[src/rtl/cfip_pkg.sv]
// Constants and carrier types shared by the calibration image parser.
package cfip_pkg;

  // Image signatures and checksum parameters.
  localparam logic [31:0] CFIP_CFG_SIG    = 32'hddccbbaa;
  localparam logic [31:0] CFIP_TBL_SIG    = 32'h66778899;
  localparam logic [15:0] CFIP_ROW_SIG    = 16'h4455;
  localparam logic [15:0] CFIP_XROW_SIG   = 16'h2233;
  localparam logic [15:0] CFIP_CRC_POLY   = 16'ha001;
  localparam logic [15:0] CFIP_CRC_INIT   = 16'hffff;

  // Configuration block offsets (last byte of each multi-byte field).
  localparam logic [7:0]  CFIP_OFF_SIG_END  = 8'h03;
  localparam logic [7:0]  CFIP_OFF_PRODUCT  = 8'h05;
  localparam logic [7:0]  CFIP_OFF_VERSION  = 8'h07;
  localparam logic [7:0]  CFIP_OFF_SERIAL   = 8'h09;
  localparam logic [7:0]  CFIP_OFF_BATCH    = 8'h0a;
  localparam logic [7:0]  CFIP_OFF_YEAR     = 8'h0b;
  localparam logic [7:0]  CFIP_OFF_MONTH    = 8'h0c;
  localparam logic [7:0]  CFIP_OFF_DAY      = 8'h0d;
  localparam logic [7:0]  CFIP_OFF_PAD0_LO  = 8'h0e;
  localparam logic [7:0]  CFIP_OFF_PAD0_HI  = 8'h0f;
  localparam logic [7:0]  CFIP_OFF_REF_END  = 8'h13;
  localparam logic [7:0]  CFIP_OFF_LEN_END  = 8'h17;
  localparam logic [7:0]  CFIP_OFF_PAD1_LO  = 8'h1c;
  localparam logic [7:0]  CFIP_OFF_CRC_LAST = 8'hfd;
  localparam logic [7:0]  CFIP_OFF_CKS_HI   = 8'hff;
  localparam logic [7:0]  CFIP_PAGE_LAST    = 8'hff;
  localparam logic [31:0] CFIP_DATA_BASE    = 32'h00000100;
  localparam logic [31:0] CFIP_DATA_END_ADJ = 32'h000000ff;

  // Field limits and conversions.
  localparam logic [15:0] CFIP_SERIAL_MAX  = 16'h03e7;
  localparam logic [7:0]  CFIP_BATCH_MAX   = 8'h09;
  localparam logic [7:0]  CFIP_DAY_MIN     = 8'h01;
  localparam logic [7:0]  CFIP_DAY_MAX     = 8'h1f;
  localparam logic [15:0] CFIP_YEAR_BASE   = 16'h07b2;
  localparam logic [31:0] CFIP_HZ_PER_MHZ  = 32'h000f4240;

  // Table header offsets.
  localparam logic [4:0]  CFIP_T_SIG_END   = 5'h03;
  localparam logic [4:0]  CFIP_T_KIND      = 5'h04;
  localparam logic [4:0]  CFIP_T_XFMT      = 5'h05;
  localparam logic [4:0]  CFIP_T_YFMT      = 5'h06;
  localparam logic [4:0]  CFIP_T_ZFMT      = 5'h07;
  localparam logic [4:0]  CFIP_T_ZTOT_END  = 5'h0b;
  localparam logic [4:0]  CFIP_T_XYTOT_END = 5'h0f;
  localparam logic [4:0]  CFIP_T_XROW_END  = 5'h11;
  localparam logic [4:0]  CFIP_T_SCALE     = 5'h12;
  localparam logic [4:0]  CFIP_T_HDR_END   = 5'h13;
  localparam logic [7:0]  CFIP_KIND_LEVEL  = 8'h08;
  localparam logic [15:0] CFIP_Y_UNUSABLE  = 16'hffff;
  localparam logic [15:0] CFIP_Y_VALID_MAX = 16'h7fff;

  // Register byte offsets, control start bit and response codes.
  localparam logic [7:0]  CFIP_REG_CTRL    = 8'h00;
  localparam logic [7:0]  CFIP_REG_STATUS  = 8'h04;
  localparam logic [7:0]  CFIP_REG_IDENT   = 8'h08;
  localparam logic [7:0]  CFIP_REG_SERIAL  = 8'h0c;
  localparam logic [7:0]  CFIP_REG_DATE    = 8'h10;
  localparam logic [7:0]  CFIP_REG_REF_HZ  = 8'h14;
  localparam logic [7:0]  CFIP_REG_REF_MHZ = 8'h18;
  localparam logic [7:0]  CFIP_REG_DATALEN = 8'h1c;
  localparam logic [7:0]  CFIP_REG_TABLE   = 8'h20;
  localparam logic [7:0]  CFIP_REG_SCALE   = 8'h24;
  localparam logic [7:0]  CFIP_REG_ZTOT    = 8'h28;
  localparam logic [7:0]  CFIP_REG_XYTOT   = 8'h2c;
  localparam logic [7:0]  CFIP_REG_CRC     = 8'h30;
  localparam logic [7:0]  CFIP_REG_LAST    = 8'h30;
  localparam int          CFIP_CTRL_START  = 0;
  localparam logic [1:0]  CFIP_RESP_OKAY   = 2'b00;
  localparam logic [1:0]  CFIP_RESP_DECERR = 2'b11;

  typedef enum logic [3:0] {
    CFIP_ERR_NONE     = 4'b0000,
    CFIP_ERR_CFG_SIG  = 4'b0001,
    CFIP_ERR_RANGE    = 4'b0010,
    CFIP_ERR_CFG_PAD  = 4'b0011,
    CFIP_ERR_CFG_CRC  = 4'b0100,
    CFIP_ERR_TBL_SIG  = 4'b0101,
    CFIP_ERR_XROW_SIG = 4'b0110,
    CFIP_ERR_ROW_SIG  = 4'b0111,
    CFIP_ERR_DATA_CRC = 4'b1000
  } cfip_err_t;

  typedef enum logic [1:0] {
    CFIP_CLS_VALID    = 2'b00,
    CFIP_CLS_COARSE   = 2'b01,
    CFIP_CLS_UNUSABLE = 2'b10
  } cfip_cls_t;

  typedef struct packed {
    logic        awvalid;
    logic [7:0]  awaddr;
    logic        wvalid;
    logic [31:0] wdata;
    logic [3:0]  wstrb;
    logic        bready;
    logic        arvalid;
    logic [7:0]  araddr;
    logic        rready;
  } cfip_axi_req_t;

  typedef struct packed {
    logic        awready;
    logic        wready;
    logic        bvalid;
    logic [1:0]  bresp;
    logic        arready;
    logic        rvalid;
    logic [31:0] rdata;
    logic [1:0]  rresp;
  } cfip_axi_rsp_t;

  typedef struct packed {
    logic        rd;
    logic [23:0] addr;
  } cfip_flash_req_t;

  typedef struct packed {
    logic        rvalid;
    logic [7:0]  rdata;
  } cfip_flash_rsp_t;

  typedef struct packed {
    logic        valid;
    logic [7:0]  kind;
    logic        is_y;
    logic [15:0] row;
    logic [15:0] col;
    logic [15:0] z;
    logic [15:0] value;
    cfip_cls_t   cls;
  } cfip_point_t;

endpackage

[src/rtl/cfip_parser.sv]
// Calibration flash image parser with an AXI4-Lite register slave.
`timescale 1ns/10ps
module cfip_parser
  import cfip_pkg::*;
(
  // Clock and reset.
  input  wire logic                     clk,
  input  wire logic                     srst,
  // Register bus.
  input  wire cfip_pkg::cfip_axi_req_t  axi_req,
  output      cfip_pkg::cfip_axi_rsp_t  axi_rsp,
  // Flash byte reader.
  output      cfip_pkg::cfip_flash_req_t flash_req,
  input  wire cfip_pkg::cfip_flash_rsp_t flash_rsp,
  // Decoded grid points.
  output      cfip_pkg::cfip_point_t    point
);
  import cfip_pkg::*;

  typedef enum logic [2:0] {
    RUN_IDLE = 3'b000,
    RUN_REQ  = 3'b001,
    RUN_WAIT = 3'b010,
    RUN_DONE = 3'b011,
    RUN_FAIL = 3'b100
  } cfip_run_t;

  typedef enum logic [1:0] {
    PH_CFG  = 2'b00,
    PH_DATA = 2'b01,
    PH_CKS  = 2'b10
  } cfip_phase_t;

  typedef enum logic [2:0] {
    TP_HDR  = 3'b000,
    TP_X    = 3'b001,
    TP_RSIG = 3'b010,
    TP_RZ   = 3'b011,
    TP_RY   = 3'b100,
    TP_PAD  = 3'b101
  } cfip_tp_t;

  typedef struct packed {
    cfip_axi_rsp_t   rsp;
    logic            aw_got;
    logic            w_got;
    logic [7:0]      awaddr;
    logic [31:0]     wdata;
    logic            wstrb0;
    cfip_flash_req_t flash;
    cfip_point_t     point;
    cfip_run_t       run;
    cfip_phase_t     phase;
    cfip_tp_t        tp;
    cfip_err_t       err;
    logic            ok;
    logic            level_found;
    logic [31:0]     addr;
    logic [31:0]     sh;
    logic [15:0]     crc;
    logic [15:0]     product;
    logic [15:0]     version;
    logic [15:0]     serial;
    logic [7:0]      batch;
    logic [15:0]     year;
    logic [7:0]      month;
    logic [7:0]      day;
    logic [31:0]     ref_hz;
    logic [31:0]     ref_mhz;
    logic [31:0]     data_len;
    logic [7:0]      kind;
    logic [7:0]      xfmt;
    logic [7:0]      yfmt;
    logic [7:0]      zfmt;
    logic [7:0]      xscale;
    logic [31:0]     ztot;
    logic [31:0]     xytot;
    logic [31:0]     toff;
    logic [31:0]     col;
    logic [31:0]     row;
    logic [15:0]     zval;
  } cfip_state_t;

  cfip_state_t s;
  cfip_state_t next_s;

  // Bitwise reflected CRC step over one byte.
  function automatic logic [15:0] crc_byte(input logic [15:0] c, input logic [7:0] d);
    logic [15:0] r;
    r = c ^ {8'h00, d};
    for (int i = 0; i < 8; i++) begin
      r = r[0] ? ((r >> 1) ^ CFIP_CRC_POLY) : (r >> 1);
    end
    return r;
  endfunction

  function automatic logic reg_known(input logic [7:0] a);
    return (a[1:0] == 2'b00) && (a <= CFIP_REG_LAST);
  endfunction

  // A table that ends on the last byte of a page lets the next header start at once.
  function automatic cfip_tp_t after_table(input logic [7:0] a);
    return (a == CFIP_PAGE_LAST) ? TP_HDR : TP_PAD;
  endfunction

  assign axi_rsp   = s.rsp;
  assign flash_req = s.flash;
  assign point     = s.point;

  always_comb begin
    logic [7:0]  b;
    logic [7:0]  a8;
    logic [31:0] sh;
    logic        fail;
    logic        fin;
    logic        start;
    cfip_err_t   ecode;
    next_s = s;
    b      = flash_rsp.rdata;
    a8     = s.addr[7:0];
    sh     = {b, s.sh[31:8]};
    fail   = 1'b0;
    fin    = 1'b0;
    start  = 1'b0;
    ecode  = CFIP_ERR_NONE;
    next_s.flash.rd    = 1'b0;
    next_s.point.valid = 1'b0;

    // Write channel: address and data are taken independently, answered once both are in.
    if (axi_req.awvalid && s.rsp.awready) begin
      next_s.aw_got = 1'b1;
      next_s.awaddr = axi_req.awaddr;
    end
    if (axi_req.wvalid && s.rsp.wready) begin
      next_s.w_got  = 1'b1;
      next_s.wdata  = axi_req.wdata;
      next_s.wstrb0 = axi_req.wstrb[0];
    end
    if (s.aw_got && s.w_got && !s.rsp.bvalid) begin
      next_s.aw_got     = 1'b0;
      next_s.w_got      = 1'b0;
      next_s.rsp.bvalid = 1'b1;
      next_s.rsp.bresp  = reg_known(s.awaddr) ? CFIP_RESP_OKAY : CFIP_RESP_DECERR;
      start = (s.awaddr == CFIP_REG_CTRL) && s.wstrb0 && s.wdata[CFIP_CTRL_START] &&
              (s.run != RUN_REQ) && (s.run != RUN_WAIT);
    end
    if (s.rsp.bvalid && axi_req.bready) begin
      next_s.rsp.bvalid = 1'b0;
    end
    next_s.rsp.awready = !next_s.aw_got && !next_s.rsp.bvalid;
    next_s.rsp.wready  = !next_s.w_got && !next_s.rsp.bvalid;

    // Read channel.
    if (axi_req.arvalid && s.rsp.arready) begin
      next_s.rsp.rvalid = 1'b1;
      next_s.rsp.rresp  = reg_known(axi_req.araddr) ? CFIP_RESP_OKAY : CFIP_RESP_DECERR;
      case (axi_req.araddr)
        CFIP_REG_STATUS: begin
          next_s.rsp.rdata = {24'h000000, s.err, s.level_found, s.ok,
                              (s.run == RUN_DONE) || (s.run == RUN_FAIL),
                              (s.run == RUN_REQ) || (s.run == RUN_WAIT)};
        end
        CFIP_REG_IDENT:   next_s.rsp.rdata = {s.version, s.product};
        CFIP_REG_SERIAL:  next_s.rsp.rdata = {8'h00, s.batch, s.serial};
        CFIP_REG_DATE:    next_s.rsp.rdata = {s.day, s.month, s.year};
        CFIP_REG_REF_HZ:  next_s.rsp.rdata = s.ref_hz;
        CFIP_REG_REF_MHZ: next_s.rsp.rdata = s.ref_mhz;
        CFIP_REG_DATALEN: next_s.rsp.rdata = s.data_len;
        CFIP_REG_TABLE:   next_s.rsp.rdata = {s.kind, s.xfmt, s.yfmt, s.zfmt};
        CFIP_REG_SCALE:   next_s.rsp.rdata = {24'h000000, s.xscale};
        CFIP_REG_ZTOT:    next_s.rsp.rdata = s.ztot;
        CFIP_REG_XYTOT:   next_s.rsp.rdata = s.xytot;
        CFIP_REG_CRC:     next_s.rsp.rdata = {16'h0000, s.crc};
        default:          next_s.rsp.rdata = 32'h00000000;
      endcase
    end else if (s.rsp.rvalid && axi_req.rready) begin
      next_s.rsp.rvalid = 1'b0;
    end
    next_s.rsp.arready = !next_s.rsp.rvalid;

    // Flash walk: one byte outstanding, addresses strictly ascending.
    case (s.run)
      RUN_REQ: begin
        next_s.flash.rd   = 1'b1;
        next_s.flash.addr = s.addr[23:0];
        next_s.run        = RUN_WAIT;
      end
      RUN_WAIT: begin
        if (flash_rsp.rvalid) begin
          next_s.sh   = sh;
          next_s.addr = s.addr + 32'h00000001;
          case (s.phase)
            PH_CFG: begin
              if (a8 <= CFIP_OFF_CRC_LAST) begin
                next_s.crc = crc_byte(s.crc, b);
              end
              case (a8)
                CFIP_OFF_SIG_END: begin
                  if (sh != CFIP_CFG_SIG) begin
                    fail  = 1'b1;
                    ecode = CFIP_ERR_CFG_SIG;
                  end
                end
                CFIP_OFF_PRODUCT: next_s.product = sh[31:16];
                CFIP_OFF_VERSION: next_s.version = sh[31:16];
                CFIP_OFF_SERIAL: begin
                  next_s.serial = sh[31:16];
                  if (sh[31:16] > CFIP_SERIAL_MAX) begin
                    fail  = 1'b1;
                    ecode = CFIP_ERR_RANGE;
                  end
                end
                CFIP_OFF_BATCH: begin
                  next_s.batch = b;
                  if (b > CFIP_BATCH_MAX) begin
                    fail  = 1'b1;
                    ecode = CFIP_ERR_RANGE;
                  end
                end
                CFIP_OFF_YEAR:  next_s.year = {8'h00, b} + CFIP_YEAR_BASE;
                CFIP_OFF_MONTH: next_s.month = b;
                CFIP_OFF_DAY: begin
                  next_s.day = b;
                  if ((b < CFIP_DAY_MIN) || (b > CFIP_DAY_MAX)) begin
                    fail  = 1'b1;
                    ecode = CFIP_ERR_RANGE;
                  end
                end
                CFIP_OFF_REF_END: next_s.ref_hz = sh;
                CFIP_OFF_LEN_END: next_s.data_len = sh;
                CFIP_OFF_CKS_HI: begin
                  if (sh[31:16] != s.crc) begin
                    fail  = 1'b1;
                    ecode = CFIP_ERR_CFG_CRC;
                  end else begin
                    // A constant divisor keeps the conversion combinational; it runs once.
                    next_s.ref_mhz = s.ref_hz / CFIP_HZ_PER_MHZ;
                    next_s.crc     = CFIP_CRC_INIT;
                    next_s.tp      = TP_HDR;
                    next_s.toff    = 32'h00000000;
                    next_s.phase   = (s.data_len == 32'h00000000) ? PH_CKS : PH_DATA;
                  end
                end
                default: begin
                  if (((a8 >= CFIP_OFF_PAD0_LO) && (a8 <= CFIP_OFF_PAD0_HI)) ||
                      ((a8 >= CFIP_OFF_PAD1_LO) && (a8 <= CFIP_OFF_CRC_LAST))) begin
                    if (b != 8'h00) begin
                      fail  = 1'b1;
                      ecode = CFIP_ERR_CFG_PAD;
                    end
                  end
                end
              endcase
            end
            PH_DATA: begin
              next_s.crc  = crc_byte(s.crc, b);
              next_s.toff = s.toff + 32'h00000001;
              if (s.addr == s.data_len + CFIP_DATA_END_ADJ) begin
                next_s.phase = PH_CKS;
              end
              case (s.tp)
                TP_HDR: begin
                  case (s.toff[4:0])
                    CFIP_T_SIG_END: begin
                      if (sh != CFIP_TBL_SIG) begin
                        fail  = 1'b1;
                        ecode = CFIP_ERR_TBL_SIG;
                      end
                    end
                    CFIP_T_KIND:      next_s.kind = b;
                    CFIP_T_XFMT:      next_s.xfmt = b;
                    CFIP_T_YFMT:      next_s.yfmt = b;
                    CFIP_T_ZFMT:      next_s.zfmt = b;
                    CFIP_T_ZTOT_END:  next_s.ztot = sh;
                    CFIP_T_XYTOT_END: next_s.xytot = sh;
                    CFIP_T_XROW_END: begin
                      if (sh[31:16] != CFIP_XROW_SIG) begin
                        fail  = 1'b1;
                        ecode = CFIP_ERR_XROW_SIG;
                      end
                    end
                    CFIP_T_SCALE: next_s.xscale = b;
                    CFIP_T_HDR_END: begin
                      next_s.tp   = TP_X;
                      next_s.toff = 32'h00000000;
                      next_s.col  = 32'h00000000;
                      if (s.kind == CFIP_KIND_LEVEL) begin
                        next_s.level_found = 1'b1;
                      end
                    end
                    default: ;
                  endcase
                end
                TP_X: begin
                  if (s.toff[0]) begin
                    next_s.point.valid = 1'b1;
                    next_s.point.kind  = s.kind;
                    next_s.point.is_y  = 1'b0;
                    next_s.point.row   = 16'h0000;
                    next_s.point.col   = s.col[15:0];
                    next_s.point.z     = 16'h0000;
                    next_s.point.value = sh[31:16];
                    next_s.point.cls   = CFIP_CLS_VALID;
                    next_s.col         = s.col + 32'h00000001;
                    if (next_s.col == s.xytot) begin
                      next_s.toff = 32'h00000000;
                      next_s.row  = 32'h00000000;
                      next_s.tp   = (s.ztot == 32'h00000000) ? after_table(a8) : TP_RSIG;
                    end
                  end
                end
                TP_RSIG: begin
                  if (s.toff[0]) begin
                    if (sh[31:16] != CFIP_ROW_SIG) begin
                      fail  = 1'b1;
                      ecode = CFIP_ERR_ROW_SIG;
                    end
                    next_s.tp   = TP_RZ;
                    next_s.toff = 32'h00000000;
                  end
                end
                TP_RZ: begin
                  if (s.toff[0]) begin
                    next_s.zval = sh[31:16];
                    next_s.tp   = TP_RY;
                    next_s.toff = 32'h00000000;
                    next_s.col  = 32'h00000000;
                  end
                end
                TP_RY: begin
                  if (s.toff[0]) begin
                    next_s.point.valid = 1'b1;
                    next_s.point.kind  = s.kind;
                    next_s.point.is_y  = 1'b1;
                    next_s.point.row   = s.row[15:0];
                    next_s.point.col   = s.col[15:0];
                    next_s.point.z     = s.zval;
                    next_s.point.value = sh[31:16];
                    if (sh[31:16] == CFIP_Y_UNUSABLE) begin
                      next_s.point.cls = CFIP_CLS_UNUSABLE;
                    end else if (sh[31:16] > CFIP_Y_VALID_MAX) begin
                      next_s.point.cls = CFIP_CLS_COARSE;
                    end else begin
                      next_s.point.cls = CFIP_CLS_VALID;
                    end
                    next_s.col = s.col + 32'h00000001;
                    if (next_s.col == s.xytot) begin
                      next_s.row  = s.row + 32'h00000001;
                      next_s.toff = 32'h00000000;
                      next_s.tp   = (next_s.row == s.ztot) ? after_table(a8) : TP_RSIG;
                    end
                  end
                end
                TP_PAD: begin
                  if (a8 == CFIP_PAGE_LAST) begin
                    next_s.tp   = TP_HDR;
                    next_s.toff = 32'h00000000;
                  end
                end
                default: next_s.tp = TP_HDR;
              endcase
            end
            PH_CKS: begin
              if (s.addr == s.data_len + CFIP_DATA_BASE + 32'h00000001) begin
                if (sh[31:16] != s.crc) begin
                  fail  = 1'b1;
                  ecode = CFIP_ERR_DATA_CRC;
                end else begin
                  fin = 1'b1;
                end
              end
            end
            default: next_s.phase = PH_CFG;
          endcase
          next_s.run = fin ? RUN_DONE : RUN_REQ;
          next_s.ok  = fin;
        end
      end
      default: ;
    endcase

    // Any mismatch stops the walk and leaves the image marked invalid.
    if (fail) begin
      next_s.run = RUN_FAIL;
      next_s.ok  = 1'b0;
      next_s.err = ecode;
    end

    if (start) begin
      next_s.run         = RUN_REQ;
      next_s.phase       = PH_CFG;
      next_s.addr        = 32'h00000000;
      next_s.crc         = CFIP_CRC_INIT;
      next_s.err         = CFIP_ERR_NONE;
      next_s.ok          = 1'b0;
      next_s.level_found = 1'b0;
    end
  end

  always_ff @(posedge clk) begin
    if (srst) begin
      s <= '0;
    end else begin
      s <= next_s;
    end
  end

endmodule

[config.mk]
export PLATFORM = sky130hd
export DESIGN_NAME = cfip_parser
export DESIGN_NICKNAME = d
export VERILOG_FILES = /design/src/rtl/cfip_pkg.sv /design/src/rtl/cfip_parser.sv
export SDC_FILE = /design/constraint.sdc
export NUM_CORES = 2
export LEC_CHECK = 0
export ABC_AREA = 1
export BUFFER_PORTS_ARGS = -buffer_cell sky130_fd_sc_hd__buf_4
export CAP_MARGIN = 25
export CORE_ASPECT_RATIO = 1.2
export CORE_MARGIN = 2
export CORE_UTILIZATION = 30
export CTS_CLUSTER_DIAMETER = 30
export CTS_CLUSTER_SIZE = 8
export DETAILED_ROUTE_END_ITERATION = 10
export GPL_TIMING_DRIVEN = 1
export PLACE_DENSITY_LB_ADDON = 0.12
export RECOVER_POWER = 50
export SETUP_SLACK_MARGIN = 0.2
export SYNTH_ARGS = -nofsm -noshare
export SYNTH_HDL_FRONTEND = slang
export SYNTH_SLANG_ARGS = --single-unit
[constraint.sdc]
create_clock -name clk -period 10 [get_ports clk]
set_input_delay 2 -clock clk [delete_from_list [all_inputs] [get_ports clk]]
set_output_delay 2 -clock clk [all_outputs]
set_load 0.005 [all_outputs]
== Yosys cells after proc, flatten, opt, wreduce, memory -nomap -nowiden ==
Cells that the tools add are included.
Word-level totals
  register bits after elaboration: 648
  bits of input ports: 68
  output and inout bits: 142
  word-level logic and storage cells: 380
Operators by class
  reduce and logical (&&, ||, !) cells: 77
  bitwise operators: 14
  mux-type cells: 137
  add/subtract/negate cells: 8
  div/mod/pow operators: 1
  order comparisons: 11
  equality and inequality tests: 77
Operators by type and width (count)
  416-bit two-way mux: 2
  32-bit two-way mux: 13
  32-bit one-hot mux with 12 select lines: 1
  16-bit two-way mux: 18
  104-bit two-way mux: 2
  96-bit two-way mux: 2
  32-bit one-hot mux with 6 select lines: 1
  184-bit two-way mux: 1
  32-bit by 1-bit adder with 32-bit output (second input constant): 5
  76-bit two-way mux: 2
  76-bit one-hot mux with 2 select lines: 1
  32-bit equality test: 4
  64-bit two-way mux: 2
  32-bit one-hot mux with 2 select lines: 2
  32-bit one-hot mux with 4 select lines: 1
  80-bit two-way mux: 1
  8-bit two-way mux: 9
  8-bit by 4-bit equality test with 1-bit output (second input constant): 8
  32-bit logical NOT: 2
  3-bit two-way mux: 18
  5-bit AND reduction: 10
  8-bit by 5-bit equality test with 1-bit output (second input constant): 6
  8-bit by 6-bit equality test with 1-bit output (second input constant): 5
  4-bit AND reduction: 9
  other kinds (75): 200

== Longest topological paths before layout ==
  depth after elaboration: 24
  mapped depth: 114
  depth with buffers taken out: 109

== Worst setup path after synthesis ==
No wires, ideal clock.
  path type: register to register
  from: register s[299] in the netlist's numbering
  to: register s[248] in the netlist's numbering
  path buffers: 10
  setup time: 0.119 ns
  data required time: 9.881 ns
  arrival time: 9.902 ns
  period minus slack after synthesis: 10.021 ns
  path slack: -0.021 ns
  cell stages (with the launch flop): 102
  path through: dfxtp_1 -> nor2_2 -> nand2_2 -> nand2_4 -> nand2_2 -> nand2_4 -> nand2_4 -> nand2_4 -> nand2_1 -> o21ai_1 -> inv_2 -> nand2_2 -> nand3_2 -> nand3_2 -> nand2_4 -> buf_8 -> nand2_4 -> xor2_2 -> [66 not listed] -> nand2_4 -> buf_8 -> nand2_2 -> nand2_2 -> nand2_1 -> nor2_1 -> nand2_2 -> nand2_2 -> nand2_2 -> buf_6 -> nand3_1 -> nand3_1 -> nor2_1 -> nand2_1 -> nand2_1 -> nand2_1 -> nand2_1 -> a21oi_1
Between the ends
  longest elaborated chain between the ends: 1
RTL lines
  from (decl): RTL line cfip_parser.sv:84  | cfip_state_t s;
  from (signal assigned): RTL line cfip_parser.sv:404  | s <= next_s;
  32-bit by 20-bit divider with 32-bit output: RTL line cfip_parser.sv:237  | next_s.ref_mhz = s.ref_hz / CFIP_HZ_PER_MHZ;
No other way between the ends.
A chain may end at the register's enable or synchronous reset.

== Final worst setup path ==
  from: register s[298] in the netlist's numbering
  to: register s[248] in the netlist's numbering
Same word-level chain as after synthesis.

==> metrics.csv <==
metric,value,unit
outcome,"finished, violations left",
violations,"max-capacitance violations, max-slew violations, negative setup slack",
dieArea,0.122,mm²
drc,0,
track_usage,22.6,%
synth_area,0.0358,mm²
hold_path_depth,1,
cap_violations,4,
peakVddDrop,0.000147,V
cts_root_buffer,clkbuf_16,
crit_fanout,13,
ys_seq_area_share,32.8,%
diodes,0,
drive_gt1_share,22.5,%
hold_viol,0,
yosysUniqueCellTypes,69,
pre_cts_ws,-1.26,ns
layout_common_cells,"965 x nand2_1, 586 x dfxtp_1, 566 x inv_1, 537 x a21oi_1, 523 x buf_4",
cp-end-kind,flip-flop,
fin_hold_ws,0.428,ns
synth_fa_ha_area_share,0.524,%
worstPathRequired,10.62,ns
rows,138,
final_common_cell,nand2_1,
wl,144000,µm
h-tree-depth,3,
dpl-instance-area,0.0408,mm²
syn-num-nets,5404,
rsz0062_at_grt,true,
fmaxAchievable,94.5,MHz
use_met3,2.63,%
synth_cells,5321,
grt_max_degree,182,
synth-simple-area-share,28.2,%
initial_core_util,30.3,%
crit_type,reg -> reg,
use_met1,27.0,%
ant_nets,0,
synth_seq_cells,588,
io_pins,210,
p_total,6550,µW
arrival,11.20,ns
grt_pass1_vias,34700,
core,0.118,mm²
die_x,320,µm
grt_pass1_wl,213000,µm
period_minus_slack,10.58,ns
power_density,142,mW/mm²
clk_pin_slew,0.05,ns
dieHeight,383,µm
clock_sinks,588,
drt_first_pass_iters,6,
drt-initial-drc-count,2462,
maxSlewViolCount,224,
setup_ws,-0.579,ns
async_flop_share,0,%
viasPerCell,4.93,
synth_top_family_by_area,simple AND/OR/NAND/NOR gates,
yosysWarningCount,0,
cts-buffers-inserted,118,
ff2ff_path_depth,93,
worstHoldPathType,reg -> reg,
muxShareOfSynthArea,0.0314,%
areaGrowthSynthToFinish,29.0,%
busiest_layer,met2,
cp-start-kind,flip-flop,
grtUsageMet2,40.1,%
cpPeakStageDelay,0.34,ns
port_buffers,175,
overflow,0,
cpMaxStageDelayCell,dfxtp_1,
finalClockSkew,0.0275,ns
final_area,0.0462,mm²
clock_latency,0.71,ns
final.setup.tns,-0.928,ns
synth_edf_count,0,
fin_crit_sh,106,%
wire_per_inst,19.4,µm
fin_nets,5870,
worstMarginPinSlew,3.85,ns
synth-compound-area-share,19.2,%
synth.avg_cell_area,6.74,µm²
via_count,36600,
leakage,0.0196,µW
slew_headroom,-157,%
setup_viol,2,
antenna_found_initial,0,
hpwl,106000,µm
synthXorXnorAreaFrac,6.76,%
cts_buffer_depth,3,
cts_tree,built,
ys.flop_type,dfxtp_1,
gp_congestion,0.952,
==> logic make-up (layout without fill, tap and decap cells) <==
kind of cell / count (synthesis) / count (layout)
DFF: 588 / 588
muxes: 1 / 1
adders and majority gates: 15 / 15
xor gates and xnor gates: 276 / 276
buffers and inverters: 1011 / 1559
and+or+nand+nor: 2188 / 2198
AOI/OAI and AO/OA: 1242 / 1242
==> cell type report <==
type | instances | area, µm²
clock buffers | 154 | 3330
well taps | 1540 | 1930
fillers | 12600 | 72000
repair buffers | 711 | 5360
inverters | 636 | 2430
flip-flops and latches | 588 | 11800
clock inverters | 58 | 757
multi-input cells | 3732 | 20700
==> worst max-delay path: cells and delay by family, from the launching register on <==
kind,cells,cell delay (ns)
xor+xnor,2,0.29
buf+inv,19,2.22
simple gates,68,6.91
flops,1,0.34
compound gates,4,0.72
==> path summary, 6_finish.rpt <==
| check | start | slack, ns | end |
|---|---|---|---|
| max | s[298] | -0.58 | s[248] |
| min | s[637] | 0.43 | axi_rsp[40] |
| max reg2reg | s[298] | -0.58 | s[248] |
| min reg2reg | s[637] | 0.43 | axi_rsp[40] |
==> timing repair <==
item / 4_1_cts / 5_1_grt
resized for setup: 54 / 178
cloned: 7 / 6
endpoints found under the setup margin: 3 / 3
setup buffers: 16 / 39
pin swaps: 21 / 100
hold buffers: 0 / 0
==> synth_stat cells, types with 6 or more instances <==
cell	instances	area share (%)
nand3_4	7	0.34
xnor2_1	57	1.4
a2111oi_0	6	0.15
o21ai_0	465	6.5
nor3_1	83	1.2
nor2_2	20	0.35
nand2_4	34	1.1
o2111ai_1	14	0.34
a221oi_1	45	1.1
ha_1	15	0.52
o211ai_1	16	0.34
inv_2	45	0.47
nand3_2	19	0.53
clkinv_1	15	0.16
nor2_4	16	0.50
clkbuf_1	210	2.2
nand2_1	1026	11
inv_1	572	6.0
o22ai_1	36	0.63
o221ai_1	10	0.24
nor2_1	407	4.3
o31ai_1	7	0.15
nand2_2	108	1.9
a211oi_1	37	0.77
or2_2	16	0.28
nor4_1	40	0.70
nand4_1	126	2.2
a21oi_1	545	7.6
a31oi_1	17	0.30
xor2_1	218	5.3
buf_1	6	0.063
dfxtp_1	588	33
buf_4	145	3.0
nand3_1	267	3.7
o21ai_1	8	0.11
==> registers in the layout, summed over array words and instances, names as in the netlist <==
signal / flops
point: 76
s: 448
flash_req: 25
axi_rsp: 39
==> per-layer routing <==
layer	wire (µm)	part of all wire, %
met5	0	0
met4	7120	5.0
met3	6100	4.2
met2	70600	49
met1	59800	42
==> report_power, final <==
group          switching [µW]  internal (µW)  total [µW]  leakage (µW)
Sequential               3.29           2350        2360       0.00474
Combinational             124           40.9         165        0.0129
Clock                    1350           2680        4030       0.00199
Total                    1470           5080        6550        0.0196
==> through the flow <==
step           std cells  utilization [%]
4_1_cts             7372             38.3
5_1_grt             7419             39.1
2_1_floorplan       5321                -
3_3_place_gp        7133             34.5
6_report            7419             39.1
3_5_place_dp        7137             34.5
Note: power is estimated with default switching activity, not from simulation.
